===== config.mk =====
export PLATFORM = sky130hd
export DESIGN_NAME = nco_frequency_word_regs
export DESIGN_NICKNAME = d
export VERILOG_FILES = /design/src/nco_tw_pkg.sv /design/src/nco_frequency_word_regs.sv
export SDC_FILE = /design/constraint.sdc
export NUM_CORES = 1
export LEC_CHECK = 0
export BUFFER_PORTS_ARGS = -buffer_cell sky130_fd_sc_hd__buf_2
export CAP_MARGIN = 20
export CORE_AREA = 2 2 269 271
export CTS_BUF_LIST = sky130_fd_sc_hd__clkbuf_8
export CTS_CLUSTER_SIZE = 14
export DETAILED_ROUTE_END_ITERATION = 10
export DIE_AREA = 0 0 271 273
export PLACE_DENSITY = 0.81
export SKIP_LAST_GASP = 1
export SYNTH_ARGS = -nofsm -noshare
export SYNTH_HDL_FRONTEND = slang
export SYNTH_SLANG_ARGS = --single-unit

===== constraint.sdc =====
create_clock -name pclk -period 7.59 [get_ports pclk]
set_clock_uncertainty 0.1 [all_clocks]
set_input_delay 1.518 -clock pclk [delete_from_list [all_inputs] [get_ports pclk]]
set_output_delay 1.518 -clock pclk [all_outputs]
set_load 0.05 [all_outputs]

===== src/nco_tw_pkg.sv =====
// constants, types and the plain-words list for the tuning word register bank
// How it works
// RL1 - one 64-bit read/write tuning word per oscillator
// RL2 - accumulate modulo two to the sixty-four
// RL3 - written word pending until selected sync event
// RL4 - host changes words only while datapath idle; the bank still accepts word writes while datapath_enable is set
// RL5 - fast reconfiguration on: words have no effect
// RL6 - words at 320h, 328h, 330h, reset zero
// RL7 - sync bit rising write raises sync; reads back
// RL8 - little-endian bytes, byte writes touch one byte
package nco_tw_pkg;
   localparam int NUM_NCO = 3;
   localparam int WORD_W = 64;
   localparam logic [11:0] OFS_TW0 = 12'h320;
   localparam logic [11:0] OFS_TW1 = 12'h328;
   localparam logic [11:0] OFS_TW2 = 12'h330;
   localparam logic [11:0] OFS_TW_STEP = 12'h008;
   localparam logic [11:0] OFS_SYNC = 12'h304;
   localparam logic [11:0] OFS_CTRL = 12'h340;
   localparam logic [11:0] OFS_STATUS = 12'h344;
   localparam int CTRL_SRC_LSB = 0;
   localparam int CTRL_FR_BIT = 2;
   localparam int CTRL_DP_BIT = 3;
   localparam int SYNC_TRIG_BIT = 0;
   localparam logic [63:0] TW_RESET = 64'h0;
   localparam logic [31:0] CTRL_RESET = 32'h0;

   // sync source choices
   typedef enum logic [1:0] {
      src_host_bit,
      src_ext_pin,
      src_both,
      src_none
   } sync_source_t;

   typedef struct packed {
      logic psel;
      logic penable;
      logic pwrite;
      logic [11:0] paddr;
      logic [31:0] pwdata;
      logic [3:0] pstrb;
   } apb_req_t;

   typedef struct packed {
      logic pready;
      logic pslverr;
      logic [31:0] prdata;
   } apb_rsp_t;
endpackage


===== src/nco_frequency_word_regs.sv =====
// tuning word register bank with pending/active words and phase accumulators
//
// The APB slave port was chosen for this implementation.
module nco_frequency_word_regs
   import nco_tw_pkg::*;
#(
   parameter int N = NUM_NCO
) (
   // clock and reset
   input wire logic pclk,
   input wire logic presetn,
   // apb slave
   input wire apb_req_t apb_req,
   output apb_rsp_t apb_rsp,
   // sync inputs
   input wire logic ext_sync,
   // oscillator side
   output logic [N-1:0][WORD_W-1:0] active_word,
   output logic [N-1:0][WORD_W-1:0] phase_acc,
   output logic fast_reconfig_enable,
   output logic datapath_enable,
   output logic sync_event
);
   logic [N-1:0][WORD_W-1:0] tuning_word;
   logic [31:0] ctrl;
   logic sync_trig;
   logic ext_sync_q;
   logic host_sync_pulse;
   logic [1:0] src;
   logic access;
   logic wr;
   logic [N-1:0] pend;
   logic [31:0] next_rdata;
   logic next_err;

   assign access = apb_req.psel && apb_req.penable;
   assign wr = access && apb_req.pwrite;
   assign src = ctrl[CTRL_SRC_LSB +: 2];
   assign fast_reconfig_enable = ctrl[CTRL_FR_BIT];
   assign datapath_enable = ctrl[CTRL_DP_BIT];

   // tuning words, byte lanes little-endian within each 8-byte slot
   always_ff @(posedge pclk or negedge presetn) begin
      if (!presetn) begin
         tuning_word <= '0; // RL6
      end else if (wr) begin
         for (int i = 0; i < N; i++) begin
            for (int b = 0; b < 4; b++) begin
               if (apb_req.pstrb[b] && apb_req.paddr == OFS_TW0 + 12'(i) * OFS_TW_STEP) begin
                  tuning_word[i][8*b +: 8] <= apb_req.pwdata[8*b +: 8]; // RL8
               end
               if (apb_req.pstrb[b]
                   && apb_req.paddr == OFS_TW0 + 12'(i) * OFS_TW_STEP + 12'h004) begin
                  tuning_word[i][32+8*b +: 8] <= apb_req.pwdata[8*b +: 8]; // RL8
               end
            end
         end
      end
   end

   // control and host sync bit
   always_ff @(posedge pclk or negedge presetn) begin
      if (!presetn) begin
         ctrl <= CTRL_RESET;
         sync_trig <= 1'b0;
      end else if (wr && apb_req.pstrb[0]) begin
         if (apb_req.paddr == OFS_CTRL) begin
            ctrl <= {28'h0, apb_req.pwdata[3:0]};
         end
         if (apb_req.paddr == OFS_SYNC) begin
            sync_trig <= apb_req.pwdata[SYNC_TRIG_BIT]; // RL7
         end
      end
   end

   // rising write of the sync bit only, repeated ones do nothing
   assign host_sync_pulse = wr && apb_req.pstrb[0] && apb_req.paddr == OFS_SYNC
      && apb_req.pwdata[SYNC_TRIG_BIT] && !sync_trig; // RL7

   // external sync is edge sensitive
   always_ff @(posedge pclk or negedge presetn) begin
      if (!presetn) begin
         ext_sync_q <= 1'b0;
      end else begin
         ext_sync_q <= ext_sync;
      end
   end

   always_comb begin
      case (sync_source_t'(src))
         src_host_bit: sync_event = host_sync_pulse;
         src_ext_pin: sync_event = ext_sync && !ext_sync_q;
         src_both: sync_event = host_sync_pulse || (ext_sync && !ext_sync_q);
         src_none: sync_event = 1'b0;
         default: sync_event = 1'b0;
      endcase
   end

   // pending words move to the active set only on a sync event
   always_ff @(posedge pclk or negedge presetn) begin
      if (!presetn) begin
         active_word <= '0;
      end else if (sync_event && !fast_reconfig_enable) begin
         active_word <= tuning_word; // RL3 RL5
      end
   end

   // plain wrap-around add serves signed and unsigned words alike
   always_ff @(posedge pclk or negedge presetn) begin
      if (!presetn) begin
         phase_acc <= '0;
      end else begin
         for (int i = 0; i < N; i++) begin
            if (!datapath_enable) begin
               phase_acc[i] <= '0;
            end else begin
               phase_acc[i] <= phase_acc[i] + active_word[i]; // RL1 RL2
            end
         end
      end
   end

   // per-word pending flag: differs from the active copy
   always_comb begin
      for (int i = 0; i < N; i++) begin
         pend[i] = tuning_word[i] != active_word[i];
      end
   end

   // read mux, unmapped address answers slverr
   always_comb begin
      next_rdata = 32'h0;
      next_err = 1'b1;
      if (apb_req.paddr == OFS_CTRL) begin
         next_rdata = ctrl;
         next_err = 1'b0;
      end
      if (apb_req.paddr == OFS_SYNC) begin
         next_rdata = {31'h0, sync_trig};
         next_err = 1'b0;
      end
      if (apb_req.paddr == OFS_STATUS) begin
         next_rdata = 32'(pend);
         next_err = 1'b0;
      end
      for (int i = 0; i < N; i++) begin
         if (apb_req.paddr == OFS_TW0 + 12'(i) * OFS_TW_STEP) begin
            next_rdata = tuning_word[i][31:0]; // RL1
            next_err = 1'b0;
         end
         if (apb_req.paddr == OFS_TW0 + 12'(i) * OFS_TW_STEP + 12'h004) begin
            next_rdata = tuning_word[i][63:32]; // RL1
            next_err = 1'b0;
         end
      end
   end

   // zero wait state slave; one driver for the whole response
   assign apb_rsp = '{
      pready: 1'b1,
      pslverr: access && next_err,
      prdata: next_rdata
   };

   a_pending_held: assert property (@(posedge pclk) disable iff (!presetn) // RL3
      !sync_event |=> $stable(active_word))
      else $error("active word changed without sync");
   a_fast_reconfig_block: assert property (@(posedge pclk) disable iff (!presetn) // RL5
      fast_reconfig_enable |=> $stable(active_word))
      else $error("active word changed in fast reconfig");
   a_sync_transfer: assert property (@(posedge pclk) disable iff (!presetn) // RL3
      sync_event && !fast_reconfig_enable |=> active_word == $past(tuning_word))
      else $error("sync did not load pending word");
   a_accum_wrap: assert property (@(posedge pclk) disable iff (!presetn) // RL2
      datapath_enable && $past(datapath_enable)
      |-> phase_acc[0] == $past(phase_acc[0]) + $past(active_word[0]))
      else $error("accumulator step wrong");
   a_host_sync_edge: assert property (@(posedge pclk) disable iff (!presetn) // RL7
      sync_trig && src == 2'd0 |-> !sync_event)
      else $error("sync raised while bit already set");
   a_sync_readback: assert property (@(posedge pclk) disable iff (!presetn) // RL7
      wr && apb_req.paddr == OFS_SYNC && apb_req.pstrb[0]
      |=> sync_trig == $past(apb_req.pwdata[0]))
      else $error("sync bit readback wrong");
   a_byte_write: assert property (@(posedge pclk) disable iff (!presetn) // RL8
      wr && apb_req.paddr == OFS_TW0 && apb_req.pstrb == 4'h1
      |=> tuning_word[0][63:8] == $past(tuning_word[0][63:8]))
      else $error("byte write touched other bytes");
   a_word_read: assert property (@(posedge pclk) disable iff (!presetn) // RL1 RL6
      access && !apb_req.pwrite && apb_req.paddr == OFS_TW1
      |-> apb_rsp.prdata == tuning_word[1][31:0] && !apb_rsp.pslverr)
      else $error("tuning word read wrong");

   // sync sources, write path, accumulator clear, status and unmapped space
   a_pin_level_only: assert property (@(posedge pclk) disable iff (!presetn) // RL3
      sync_source_t'(src) == src_ext_pin && ext_sync && ext_sync_q |-> !sync_event)
      else $error("held pin level raised sync");
   a_no_source: assert property (@(posedge pclk) disable iff (!presetn) // RL3
      sync_source_t'(src) == src_none |-> !sync_event)
      else $error("sync raised with no source");
   a_word_write: assert property (@(posedge pclk) disable iff (!presetn) // RL1
      wr && apb_req.paddr == OFS_TW2 && apb_req.pstrb == 4'hF
      |=> tuning_word[2][31:0] == $past(apb_req.pwdata))
      else $error("full word write lost");
   a_accum_clear: assert property (@(posedge pclk) disable iff (!presetn) // RL1
      !datapath_enable |=> phase_acc == '0)
      else $error("accumulator not cleared while idle");
   a_status_read: assert property (@(posedge pclk) disable iff (!presetn) // RL3
      access && !apb_req.pwrite && apb_req.paddr == OFS_STATUS
      |-> apb_rsp.prdata[0] == (tuning_word[0] != active_word[0]))
      else $error("pending flag read wrong");
   a_unmapped_err: assert property (@(posedge pclk) disable iff (!presetn) // RL6
      access && apb_req.paddr == OFS_TW2 + OFS_TW_STEP |-> apb_rsp.pslverr)
      else $error("slot past the third word answered");

   // main scenarios
   c_sync_load: cover property (@(posedge pclk) disable iff (!presetn)
      sync_event && !fast_reconfig_enable && pend[0]);
   c_fr_blocked: cover property (@(posedge pclk) disable iff (!presetn)
      sync_event && fast_reconfig_enable);
   c_accum_run: cover property (@(posedge pclk) disable iff (!presetn)
      datapath_enable && active_word[2] != 64'h0);
   c_pin_load: cover property (@(posedge pclk) disable iff (!presetn)
      sync_source_t'(src) == src_ext_pin && sync_event);
   c_host_repeat: cover property (@(posedge pclk) disable iff (!presetn)
      wr && apb_req.paddr == OFS_SYNC && apb_req.pwdata[SYNC_TRIG_BIT] && sync_trig);
endmodule


# Word level (Yosys, flattened, before mapping)
# Cells that the tools add are included.
dict set report word_totals {
  output_inout_bits 421
  wordCells 137
  rom_bits 0
  mem_count 0
  latch_bits 0
  mem_bits_rw 0
  register_bits 582
}
dict set report classes {
  mul 0
  order_cmp 0
  eq_ne 15
  n_reduce_logical 64
  addsub 3
  shift 0
  n_mux 22
  div 0
  n_bitwise 0
}
# cell n
set ops {}
lappend ops {{$mux 32} 8}
lappend ops {{$add 64x64->64} 3}
lappend ops {{$mux 64} 3}
lappend ops {{$ne 64x64->1} 3}
lappend ops {{$eq 12x10->1 const B} 9}
lappend ops {{$reduce_and 2->1} 26}
lappend ops {{$logic_and 1x1->1} 33}
lappend ops {{$mux 1} 9}
lappend ops {{$eq 2x2->1 const B} 2}
lappend ops {{$mux 4} 1}
lappend ops {{$pmux 1 s4} 1}
lappend ops {{$logic_not 1->1} 3}
lappend ops {{$eq 2x1->1 const B} 1}
lappend ops {{$logic_not 2->1} 1}
lappend ops {{$logic_or 1x1->1} 1}

# Logic depth before layout (Yosys ltp)
dict set report logic_depth {
  word_depth 11
  mapped_depth 13
}

# Worst setup path before layout
# OpenSTA, ideal clock, no wires.
dict set report synth_path {
  kind {input-to-output}
  from {input port apb_req[38] in the netlist's numbering}
  to {output port apb_rsp[32] in the netlist's numbering}
  arrival_ns 4.263
  path_stages 7
  slack_ns 1.709
  t_required_ns 5.972
  n_path_buf 2
  path_cell_list {clkbuf_1 -> inv_1 -> nor3_2 -> and4_1 -> clkbuf_1 -> or4_1 -> nor4_1}
}
# element line_no
set synth_rtl {}
lappend synth_rtl {{start, declared} nco_frequency_word_regs.sv:13} ;# input wire apb_req_t apb_req,
lappend synth_rtl {{end, declared} nco_frequency_word_regs.sv:14} ;# output apb_rsp_t apb_rsp,

==> results.ini <==
[yosys]
syn_inst=3480
ys_ff_latch=582
synth_top_flop_cell=dfrtp_1
synth-simple-area-share=0.122
synth_edf_count=0
ys_types=86
synth-compound-area-share=0.150
synth_top_family_by_area=compound AO/OA/AOI/OAI gates
post_synth.cell_area_avg_sq_um=10.1
muxShareOfSynthArea=0.135
async_flop_share=1.00
syn-num-nets=3726
yosysSeqAreaShare=0.414
netlist_area_sq_um=35200
synth_fa_ha_area_frac=0.0689
synth_xor_area_frac=0.0819
yosys_warnings=0

[cts]
post_cts_resized=0
h-tree-depth=3
clk_transition_reported_paths_ns=0.06
max-clock-path-buffers=3
numCtsBuffers=101
root_buffer=clkbuf_8
cts_tree=done
ctsHoldBuffers=0
cts.sinks=582
post-cts-setup-buffers=0
clock_latency_ns=0.75

[cells_and_area]
fin_area_sq_um=40600
fin_nets=4167
layout_common_cells=dfrtp_1 (581), buf_2 (472), mux2_2 (286)
mostFrequentLayoutCell=dfrtp_1
area_delta_synth_final_pct=15.3
drive_gt1_frac=0.240

[flow_run]
max_cap_violations=0

[routing]
wl_um=128000
first_pass_iters=6
wl_per_cell_um=25.7
drt-initial-drc-count=3110
route.detailed.drc=0
viasPerCell=6.22
antenna_left=0
num_vias=30814

[placement]
numPortBuffers=473
dp_hpwl_um=98700
placed_area_sq_um=38300
place_congestion=1.01
pre_cts_ws_ns=1.43

[timing]
grt_setup_unrepaired=no
setup_viol=0
max_freq_ghz=0.157
relSlewSlack=0.307
tns_ns=0
min_period_over_period=0.839
finalHoldViolCount=0
max_slew.worst_pin.slew_ns=1.04
drv_slew=0
fin_crit_ns=6.37
setup_ws_ns=1.22

[power_and_ir_drop]
vdd_drop_max_mv=0.176
power_w=0.00648
total_leakage_power_nw=22.5
power.density_nw_per_um2=160

[setup_path]
crit_path_max_incr_delay_ns=0.73
critPathKind=in -> out
crit_top_cell=buf_2
rr_startpoint=active_word[128]
worst_setup_path_start_kind=input port
end_kind=primary output
crit_slowest_cell=and2_1
cp.required_ns=5.97
path_max_fanout=19
startpoint=apb_req[46]
cp_cell_sequence=buf_2, nor4_1, nand3_1, nor3_2, and2_1, buf_4, a211oi_1, o21ai_0, buf_2
critPathArrivalTime_ns=4.75

[worst_hold_path]
min-delay-start=tuning_word[174]
hold_class=reg -> reg

[floorplan]
fp.coreArea_sq_um=71000
start_util=0.496
die_w_um=271
fp.dieArea_sq_um=74000
chipHeight_um=273
pin_count=475
rows=98

[grt]
antenna_found_initial=23
grt.total_usage=0.337
gr-total-overflow=0
grt_pass1_vias=29421
grt_pass1_wl_um=188000
grt_max_degree=174

[status]
status=completed

-- worst max-delay path: cells and delay by family --
family / cells / cell delay (ns)
AOI/OAI and AO/OA: 2 / 0.66
buffers and inverters: 3 / 0.77
and+or+nand+nor: 4 / 1.79
-- cells by family after synthesis --
kind of cell | count (synthesis)
muxes | 427
buffers and inverters | 236
and+or+nand+nor | 899
AOI/OAI and AO/OA | 814
DFF | 582
adders and majority gates | 192
xor gates and xnor gates | 329
other | 1
-- stage by stage --
stage | utilization | hold WS, ns | cells
global placement | 0.540 | 0.443 | 4768
floorplan | - | 0.404 | 3480
global route | 0.571 | 0.472 | 4949
CTS | 0.571 | 0.453 | 4945
detailed placement | 0.540 | 0.438 | 4768
finish | 0.572 | 0.465 | 4958
-- cell usage after synthesis, types with 47 or more instances --
library cell | count | area share
nor2_1 | 282 | 0.030
nor4_1 | 59 | 0.010
inv_1 | 82 | 0.0087
xor2_1 | 246 | 0.061
nand2_1 | 222 | 0.024
dfrtp_1 | 582 | 0.41
nor3_1 | 47 | 0.0067
nand4_1 | 73 | 0.013
clkbuf_1 | 119 | 0.013
nand3_1 | 65 | 0.0092
a21oi_1 | 241 | 0.034
mux2_2 | 286 | 0.092
o21ai_0 | 149 | 0.021
xnor2_1 | 83 | 0.021
mux2_1 | 104 | 0.033
a21o_1 | 124 | 0.026
ha_1 | 189 | 0.067
-- routing by layer --
metal  part of all wire  track usage  vias to the layer above
met4              0.052        0.161                       10
met5            0.00053            0                        -
met3               0.11       0.0844                      342
li1                   -            -                    13578
met1               0.40        0.441                    15248
met2               0.44        0.523                     1636
-- cell type report --
type	instances	area (sq um)
fillers	6105	30400
multi-input cells	2662	19700
flip-flops and latches	582	14600
repair buffers	491	2570
clock buffers	123	1690
well taps	950	1190
clock inverters	54	551
inverters	83	314
diodes	13	32.5
-- final timing paths --
kind,endpoint,slack [ns],depth (start not counted)
max,apb_rsp[31],1.22,9
min,active_word[174],0.46,1
max reg2reg,phase_acc[184],3.36,13
min reg2reg,active_word[174],0.46,1
max in group asynchronous,phase_acc[55],5.26,2
min in group asynchronous,phase_acc[118],0.69,1
-- sequential cells by signal (all words and copies together) (netlist names) --
| name | cells |
|---|---|
| ctrl | 4 |
| ext_sync_q | 1 |
| tuning_word | 192 |
| sync_trig | 1 |
| phase_acc | 192 |
| active_word | 192 |
-- power breakdown --
part | leakage (nW) | internal (W) | total (W) | switching, W
clock | 1.25 | 0.00184 | 0.00323 | 0.00139
combinational | 13.2 | 0.0000226 | 0.000144 | 0.000122
sequential | 8.12 | 0.00311 | 0.00311 | 0.00000331
total | 22.5 | 0.00497 | 0.00648 | 0.00151
No activity file was read; power rests on OpenSTA's default activity.
